[src/icc_regs.svh]
// register offsets, field positions and reset values of the capture channel
`ifndef ICC_REGS_SVH
`define ICC_REGS_SVH
`define ICC_OFF_CON      4'h0
`define ICC_OFF_CLR      4'h1
`define ICC_OFF_SET      4'h2
`define ICC_OFF_INV      4'h3
`define ICC_OFF_BUF      4'h4
`define ICC_BIT_ON       15
`define ICC_BIT_IDLE_STOP  13
`define ICC_BIT_FIRST_EDGE 9
`define ICC_BIT_WIDE     8
`define ICC_BIT_TMR      7
`define ICC_BIT_DECIM_LO 5
`define ICC_BIT_OV       4
`define ICC_BIT_BNE      3
`define ICC_CON_WMASK    16'ha3e7
`define ICC_CON_RESET    16'h0000
`define ICC_FIFO_DEPTH   4
`endif

[src/icc_pkg.sv]
// types shared by the capture channel files
`default_nettype none
package icc_pkg;
	typedef enum logic [2:0] {
		ICC_OFF     = 3'b000,
		ICC_EDGES   = 3'b001,
		ICC_FALL    = 3'b010,
		ICC_RISE    = 3'b011,
		ICC_RISE4   = 3'b100,
		ICC_RISE16  = 3'b101,
		ICC_EVERY   = 3'b110,
		ICC_IRQONLY = 3'b111
	} icc_mode_t;
endpackage : icc_pkg
`default_nettype wire

[src/icc_fifo.sv]
// small capture value fifo, oldest entry on the read port
`timescale 1ns/1ps
`default_nettype none
module icc_fifo #(
	parameter int WIDTH = 32,
	parameter int DEPTH = 4
) (
	input  wire logic             clk_i,
	input  wire logic             rst_b_i,
	input  wire logic             clear_i,
	input  wire logic             push_i,
	input  wire logic [WIDTH-1:0] data_i,
	input  wire logic             pop_i,
	output logic      [WIDTH-1:0] data_o,
	output logic                  empty_o,
	output logic                  full_o
);
	localparam int AW = $clog2(DEPTH);
	logic [WIDTH-1:0] mem [DEPTH];
	logic [AW-1:0]    wr_ptr;
	logic [AW-1:0]    rd_ptr;
	logic [AW:0]      count;
	logic [AW-1:0]    next_wr_ptr;
	logic [AW-1:0]    next_rd_ptr;
	logic [AW:0]      next_count;
	logic             do_push;
	logic             do_pop;

	// pointer arithmetic; a push into a full fifo is dropped
	always_comb begin
		do_push     = push_i && !full_o;
		do_pop      = pop_i && !empty_o;
		next_wr_ptr = wr_ptr;
		next_rd_ptr = rd_ptr;
		next_count  = count;
		if (clear_i) begin
			next_wr_ptr = '0;
			next_rd_ptr = '0;
			next_count  = '0;
		end else begin
			if (do_push)
				next_wr_ptr = (wr_ptr == AW'(DEPTH - 1)) ? '0 : wr_ptr + 1'b1;
			if (do_pop)
				next_rd_ptr = (rd_ptr == AW'(DEPTH - 1)) ? '0 : rd_ptr + 1'b1;
			next_count = count + {{AW{1'b0}}, do_push} - {{AW{1'b0}}, do_pop};
		end
	end

	// pointer registers
	always_ff @(posedge clk_i or negedge rst_b_i) begin
		if (!rst_b_i) begin
			wr_ptr <= '0;
			rd_ptr <= '0;
			count  <= '0;
		end else begin
			wr_ptr <= next_wr_ptr;
			rd_ptr <= next_rd_ptr;
			count  <= next_count;
		end
	end

	// storage carries no reset, contents are unknown until written
	always_ff @(posedge clk_i) begin
		if (do_push && !clear_i)
			mem[wr_ptr] <= data_i;
	end

	assign data_o  = mem[rd_ptr];
	assign empty_o = (count == '0);
	assign full_o  = (count == (AW+1)'(DEPTH));
endmodule : icc_fifo
`default_nettype wire

[src/icc_capture.sv]
// input capture channel: control register, edge modes and capture buffer
`timescale 1ns/1ps
`default_nettype none
`include "icc_regs.svh"
module icc_capture import icc_pkg::*; #(
	parameter int FIFO_DEPTH = `ICC_FIFO_DEPTH
) (
	input  wire logic        CORE_CLK_I,
	input  wire logic        RST_B_I,
	input  wire logic [3:0]  AVS_ADDRESS_I,
	input  wire logic        AVS_READ_I,
	input  wire logic        AVS_WRITE_I,
	input  wire logic [31:0] AVS_WRITEDATA_I,
	input  wire logic [3:0]  AVS_BYTEENABLE_I,
	output logic      [31:0] AVS_READDATA_O,
	output logic             AVS_WAITREQUEST_O,
	input  wire logic        CAPTURE_PIN_I,
	input  wire logic        IDLE_MODE_I,
	input  wire logic        SLEEP_MODE_I,
	input  wire logic [15:0] SECOND_GENERAL_TIMER_I,
	input  wire logic [15:0] THIRD_GENERAL_TIMER_I,
	input  wire logic [31:0] WIDE_TIMER_I,
	output logic             CAPTURE_IRQ_O
);
	// control register and its fields
	logic [15:0] ctrl;
	logic [15:0] next_ctrl;
	logic        enable;
	logic        idle_stop;
	logic        first_edge_select;
	logic        wide_capture_select;
	logic        timer_source_select;
	logic [1:0]  interrupt_decimation;
	icc_mode_t   capture_mode;
	logic        capture_overflow_flag;
	logic        buffer_not_empty_flag;

	// pin synchroniser and edge history
	logic        pin_meta;
	logic        pin_sync;
	logic        pin_prev;
	logic        rise;
	logic        fall;

	// capture state
	logic [3:0]  prescale;
	logic [3:0]  next_prescale;
	logic        first_done;
	logic        next_first_done;
	logic [1:0]  irq_count;
	logic [1:0]  next_irq_count;
	logic        overflow;
	logic        next_overflow;
	logic        irq;
	logic        next_irq;
	logic        run;
	logic        event_hit;
	logic        capture;
	logic [31:0] timer_value;

	// bus handshake
	logic        answered;
	logic        next_answered;
	logic [31:0] rdata;
	logic [31:0] next_rdata;
	logic        access;
	logic        bus_write;
	logic        pop;
	logic [31:0] fifo_data;
	logic        fifo_empty;
	logic        fifo_full;

	// merge written bytes over the current value
	function automatic logic [15:0] byte_merge(input logic [15:0] cur, input logic [31:0] wd,
		input logic [3:0] be);
		logic [15:0] res;
		res = cur;
		if (be[0])
			res[7:0] = wd[7:0];
		if (be[1])
			res[15:8] = wd[15:8];
		return res;
	endfunction : byte_merge

	assign enable               = ctrl[`ICC_BIT_ON];
	assign idle_stop            = ctrl[`ICC_BIT_IDLE_STOP];
	assign first_edge_select    = ctrl[`ICC_BIT_FIRST_EDGE];
	assign wide_capture_select  = ctrl[`ICC_BIT_WIDE];
	assign timer_source_select  = ctrl[`ICC_BIT_TMR];
	assign interrupt_decimation = ctrl[`ICC_BIT_DECIM_LO +: 2];
	assign capture_mode         = icc_mode_t'(ctrl[2:0]);
	assign capture_overflow_flag = overflow;
	assign buffer_not_empty_flag = !fifo_empty;

	// pin crosses two flops before any edge logic looks at it
	always_ff @(posedge CORE_CLK_I or negedge RST_B_I) begin
		if (!RST_B_I) begin
			pin_meta <= 1'b0;
			pin_sync <= 1'b0;
			pin_prev <= 1'b0;
		end else begin
			pin_meta <= CAPTURE_PIN_I;
			pin_sync <= pin_meta;
			pin_prev <= pin_sync;
		end
	end

	assign rise = pin_sync && !pin_prev;
	assign fall = !pin_sync && pin_prev;

	// running: enabled and not halted by idle
	assign run = enable && !(idle_stop && IDLE_MODE_I);

	// timer source choice
	always_comb begin
		if (wide_capture_select)
			timer_value = WIDE_TIMER_I;
		else if (timer_source_select)
			timer_value = {16'h0000, SECOND_GENERAL_TIMER_I};
		else
			timer_value = {16'h0000, THIRD_GENERAL_TIMER_I};
	end

	// edge qualification per mode and prescaler
	always_comb begin
		event_hit       = 1'b0;
		capture         = 1'b0;
		next_prescale   = prescale;
		next_first_done = first_done;
		unique case (capture_mode)
			ICC_OFF: begin
				next_prescale   = 4'h0;
				next_first_done = 1'b0;
			end
			ICC_EDGES: begin
				event_hit = rise || fall;
				capture   = event_hit;
			end
			ICC_FALL: begin
				event_hit = fall;
				capture   = event_hit;
			end
			ICC_RISE: begin
				event_hit = rise;
				capture   = event_hit;
			end
			ICC_RISE4: begin
				if (rise) begin
					event_hit     = (prescale[1:0] == 2'h3);
					next_prescale = {2'h0, prescale[1:0] + 2'h1};
				end
				capture = event_hit;
			end
			ICC_RISE16: begin
				if (rise) begin
					event_hit     = (prescale == 4'hf);
					next_prescale = prescale + 4'h1;
				end
				capture = event_hit;
			end
			ICC_EVERY: begin
				// first capture waits for the chosen edge only
				if (first_done)
					event_hit = rise || fall;
				else
					event_hit = first_edge_select ? rise : fall;
				if (event_hit)
					next_first_done = 1'b1;
				capture = event_hit;
			end
			ICC_IRQONLY: begin
				// no timer latch here; edge only wakes the core
				event_hit = (rise || fall) && (SLEEP_MODE_I || IDLE_MODE_I);
			end
		endcase
		if (!run) begin
			event_hit = 1'b0;
			capture   = 1'b0;
		end
		if (!enable) begin
			next_prescale   = 4'h0;
			next_first_done = 1'b0;
		end
	end

	// interrupt decimation and overflow; hardware set beats clear
	always_comb begin
		next_irq_count = irq_count;
		next_irq       = 1'b0;
		next_overflow  = overflow;
		if (!enable) begin
			next_irq_count = 2'h0;
			next_overflow  = 1'b0;
		end else if (event_hit) begin
			if (capture_mode == ICC_IRQONLY || irq_count == interrupt_decimation) begin
				next_irq       = 1'b1;
				next_irq_count = 2'h0;
			end else begin
				next_irq_count = irq_count + 2'h1;
			end
		end
		if (enable && !fifo_empty && pop)
			next_overflow = 1'b0;
		if (capture && fifo_full)
			next_overflow = 1'b1;
	end

	icc_fifo #(
		.WIDTH (32),
		.DEPTH (FIFO_DEPTH)
	) u_fifo (
		.clk_i   (CORE_CLK_I),
		.rst_b_i (RST_B_I),
		.clear_i (!enable),
		.push_i  (capture),
		.data_i  (timer_value),
		.pop_i   (pop),
		.data_o  (fifo_data),
		.empty_o (fifo_empty),
		.full_o  (fifo_full)
	);

	// bus: one wait cycle, answer registered on the second
	assign access    = (AVS_READ_I || AVS_WRITE_I) && !answered;
	assign bus_write = AVS_WRITE_I && access;
	assign pop       = AVS_READ_I && access && (AVS_ADDRESS_I == `ICC_OFF_BUF);
	assign AVS_WAITREQUEST_O = (AVS_READ_I || AVS_WRITE_I) && !answered;

	// register writes through direct, clear, set and invert views
	always_comb begin
		next_ctrl = ctrl;
		if (bus_write) begin
			unique case (AVS_ADDRESS_I)
				`ICC_OFF_CON: next_ctrl = byte_merge(ctrl, AVS_WRITEDATA_I, AVS_BYTEENABLE_I);
				`ICC_OFF_CLR: next_ctrl = ctrl & ~byte_merge(16'h0000, AVS_WRITEDATA_I,
					AVS_BYTEENABLE_I);
				`ICC_OFF_SET: next_ctrl = ctrl | byte_merge(16'h0000, AVS_WRITEDATA_I,
					AVS_BYTEENABLE_I);
				`ICC_OFF_INV: next_ctrl = ctrl ^ byte_merge(16'h0000, AVS_WRITEDATA_I,
					AVS_BYTEENABLE_I);
				default: next_ctrl = ctrl;
			endcase
		end
		// status bits are not storage; unimplemented bits stay zero
		next_ctrl = next_ctrl & `ICC_CON_WMASK;
	end

	// read mux, unmapped reads answer zero
	always_comb begin
		next_answered = access;
		next_rdata    = rdata; // read data stands until the next read answer
		if (AVS_READ_I && access) begin
			unique case (AVS_ADDRESS_I)
				`ICC_OFF_CON, `ICC_OFF_CLR, `ICC_OFF_SET, `ICC_OFF_INV: begin
					next_rdata = {16'h0000, ctrl};
					next_rdata[`ICC_BIT_OV]  = capture_overflow_flag;
					next_rdata[`ICC_BIT_BNE] = buffer_not_empty_flag;
				end
				`ICC_OFF_BUF: next_rdata = fifo_empty ? 32'h0000_0000 : fifo_data;
				default: next_rdata = 32'h0000_0000;
			endcase
		end
	end

	// state registers
	always_ff @(posedge CORE_CLK_I or negedge RST_B_I) begin
		if (!RST_B_I) begin
			ctrl       <= `ICC_CON_RESET;
			prescale   <= 4'h0;
			first_done <= 1'b0;
			irq_count  <= 2'h0;
			overflow   <= 1'b0;
			irq        <= 1'b0;
			answered   <= 1'b0;
			rdata      <= 32'h0000_0000;
		end else begin
			ctrl       <= next_ctrl;
			prescale   <= next_prescale;
			first_done <= next_first_done;
			irq_count  <= next_irq_count;
			overflow   <= next_overflow;
			irq        <= next_irq;
			answered   <= next_answered;
			rdata      <= next_rdata;
		end
	end

	assign AVS_READDATA_O = rdata;
	assign CAPTURE_IRQ_O  = irq;
endmodule : icc_capture
`default_nettype wire

[config.mk]
export PLATFORM = sky130hd
export DESIGN_NAME = icc_capture
export DESIGN_NICKNAME = d
export VERILOG_FILES = /design/src/icc_pkg.sv /design/src/icc_fifo.sv /design/src/icc_capture.sv
export VERILOG_INCLUDE_DIRS = /design/src
export SDC_FILE = /design/constraint.sdc
export NUM_CORES = 1
export LEC_CHECK = 0
export BUFFER_PORTS_ARGS = -buffer_cell sky130_fd_sc_hd__buf_2
export CAP_MARGIN = 10
export CORE_ASPECT_RATIO = 0.7
export CORE_MARGIN = 5
export CORE_UTILIZATION = 45
export CTS_CLUSTER_SIZE = 25
export DETAILED_ROUTE_END_ITERATION = 16
export GPL_TIMING_DRIVEN = 0
export PLACE_DENSITY = 0.66
export SLEW_MARGIN = 0
export SYNTH_ARGS = -nofsm -noshare
export SYNTH_HDL_FRONTEND = slang
export SYNTH_SLANG_ARGS = --single-unit
[constraint.sdc]
create_clock -name CORE_CLK_I -period 5.18 [get_ports CORE_CLK_I]
set_input_delay 0.777 -clock CORE_CLK_I [delete_from_list [all_inputs] [get_ports CORE_CLK_I]]
set_output_delay 0.777 -clock CORE_CLK_I [all_outputs]
set_load 0.01 [all_outputs]
==> impl_metrics.toml <==
[run_status]
status = "finished clean"

[place]
dp_hpwl_um = 13330
placed_cells = 939
portBuffers = 119
pre_cts_slack_ns = 1.637
gp_congestion = 0.8383

[synth]
synth_compound_area_frac = 0.09516
yosysSeqAreaShare = 0.6382
ys_top_cells_by_area = "edfxtp_1 (45%), dfrtp_1 (18%), mux4_2 (8.5%), ha_1 (4.6%), mux2i_1 (2.8%)"
synth_top_area_cell = "edfxtp_1"
yosys_most_used_dff = "edfxtp_1"
yosys_warnings = 0
synth-xor-area-share = 0.005180
ys_ff_latch = 190
syn-cell-area_mm2 = 0.008454
ys_types = 45
synthAdderAreaFrac = 0.04825
synth_top_area_frac = 0.4546
synthCells = 578
async_flop_share = 0.3263
synthSimpleGateAreaFrac = 0.06719
synth_nets = 721
synth_top_family_by_area = "multiplexers"
synth_edf_count = 128
synth.avg_cell_area_um2 = 14.63
synthMuxAreaShare = 0.1137

[finish]
drive_above_1_share = 0.2840
seq_area_mm2 = 0.005395
fillers = 1538
syn_to_final_growth_pct = 17.88
layout_common_cells = "edfxtp_1 (128), buf_2 (127), dfrtp_1 (62)"
nets = 859
layout_commonest_cell = "edfxtp_1"
finalNonFillerCells = 972
utilization = 0.5327
multi_input_area_mm2 = 0.002790

[power]
comb_power_share = 0.164
power_switching_mw = 1.126
leakage_nw = 4.022
swShare = 0.2988
pwr-share-clk = 0.349
p_int_mw = 2.643
seqPwrFrac = 0.486
p_per_area_mw_per_mm2 = 378.2
peakVddDrop_mv = 0.2309

[critical_path]
criticalPathCategory = "input port to flip-flop"
end_kind = "flip-flop"
slowest_delay_ns = 0.56
worstPathMaxFanout = 10
arrival_ns = 3.40
path_cells = "buf_2, or4b_4, nor3_4, buf_4, ha_1, inv_1, ha_1, inv_1, fa_1, xor2_1, xnor2_1, nor2_1"
worst_setup_path_start_kind = "input port"
crit_required_ns = 5.47
critPathSlowestCell = "or4b_4"

[clocking]
hold_buffers = 0
path_clk_slew_ns = 0.08
ctsResizeCount = 0
clk_latency_ns = 0.44
cts_root_buffer = "clkbuf_16"
cts_max_level = 4
numCtsBuffers = 17
clock_sinks = 190
tritoncts = "built"
postCtsSetupBuffers = 0
cts_buffer_depth = 2

[die]
fp.dieH_um = 124.7
die-area_mm2 = 0.02167
initial_utilization = 0.4519
ios = 145
row_count = 42
coreArea_mm2 = 0.01871
die_w_um = 173.8

[global_route]
grt_pass1_vias = 5617
track_usage = 0.1853
grt_pass1_wl_um = 31050
antenna_found_initial = 1
grt_max_degree = 63
grt-ovfl-total = 0

[sta]
max_freq_ghz = 0.3215
setup_viol = 0
worst_hold_slack_ns = 0.3426
final-hold-violation-count = 0
slew_violations = 0
min_period_over_period = 0.6005
setup_ws_ns = 2.069
rsz0062_at_grt = "no"
relSlewSlack = 0.3709
tightestPinTransition_ns = 0.9437
fin_setup_tns_ns = 0
clock_skew_ns = 0.01059
min_period_ns = 3.111

[detailed_routing]
postRouteAntennaNets = 0
drt_pass1_iterations = 6
wl_um = 19490
vias = 5367
vias_per_cell = 5.522
drtIter0Drc = 437
drc = 0
wl_per_cell_um = 20.05

[min_path]
hp-class = "flip-flop to flip-flop"

[run]
maxCapViolCount = 0
-- stage by stage --
stage	instance area, um^2	power [mW]
after floorplan	8454	2.232
after global placement	9353	2.439
after detailed placement	9360	2.482
after CTS	9963	3.789
after global routing	9966	3.938
final	9966	3.769
-- worst max-delay path: cells and delay by family --
family | cells | cell delay, ns
AND/OR/NAND/NOR | 3 | 0.99
adder cells (fa/ha/maj) | 3 | 0.78
buffers and inverters | 4 | 0.53
XOR/XNOR | 2 | 0.32
-- power by group through the flow --
stage | registers (mW) | clock network [mW] | logic (mW)
global route | 1.84 | 1.41 | 0.690
global placement | 1.86 | 0 | 0.578
finish | 1.83 | 1.32 | 0.619
detailed placement | 1.86 | 0 | 0.617
floorplan | 1.84 | 0 | 0.387
CTS | 1.83 | 1.34 | 0.619
-- sequential cells by signal (all words and copies together) (netlist names), 2 cells and up --
signal          cells
u_fifo.mem        128
irq_count           2
u_fifo.wr_ptr       2
AVS_READDATA_O     32
prescale            4
ctrl               10
u_fifo.rd_ptr       2
u_fifo.count        3
-- worst paths after layout --
path | startpoint | to | slack (ns) | cells after the start
worst max-delay path | AVS_ADDRESS_I[1] | u_fifo.count[2]$_DFF_PN0_ | 2.07 | 12
worst min register to register | pin_meta$_DFF_PN0_ | pin_sync$_DFF_PN0_ | 0.34 | 0
max in group asynchronous | RST_B_I | AVS_READDATA_O[26]$_DFFE_PN0N_ | 4.17 | 1
min in group asynchronous | RST_B_I | pin_prev$_DFF_PN0_ | 0.45 | 1
worst min-delay path | pin_meta$_DFF_PN0_ | pin_sync$_DFF_PN0_ | 0.34 | 0
worst max register to register | answered$_DFF_PN0_ | u_fifo.count[2]$_DFF_PN0_ | 2.24 | 12
-- kinds of logic after synthesis --
family,after synthesis
xor+xnor,5
buf+inv,66
fa+ha+maj,32
compound gates,114
simple gates,115
flops,190
mux,56
-- per-layer routing --
layer	GRT usage	vias to the layer above	part of all wire
met3	0.04854	22	0.061
met2	0.2953	149	0.48
li1	-	2471	-
met1	0.2495	2725	0.44
met4	0.06189	0	0.014
met5	0	-	0
-- cells in the mapped netlist (all sizes together) (2+ instances only) --
cell,count
dfrtp,62
o211ai,20
a222oi,11
a22o,20
nor2,13
nor3b,2
mux4,32
ha,31
o21ai,44
nor3,4
xnor2,3
nand3,2
edfxtp,128
a21oi,7
or2,2
nand2b,2
and2,22
o31a,2
nand2,60
clkbuf,24
inv,30
mux2i,24
a211oi,3
nor4,2
xor2,2
buf,12
-- layout make-up --
cell class | count | share of cell area
plain buffers | 36 | 0.01620
repair buffers | 119 | 0.06001
multi-input cells | 322 | 0.2800
diodes | 1 | 0.0002511
inverters | 30 | 0.01130
clock buffers | 17 | 0.04269
flip-flops and latches | 190 | 0.5414
well taps | 242 | 0.03038
clock inverters | 15 | 0.01783
Power figures use the tool's default switching activity.
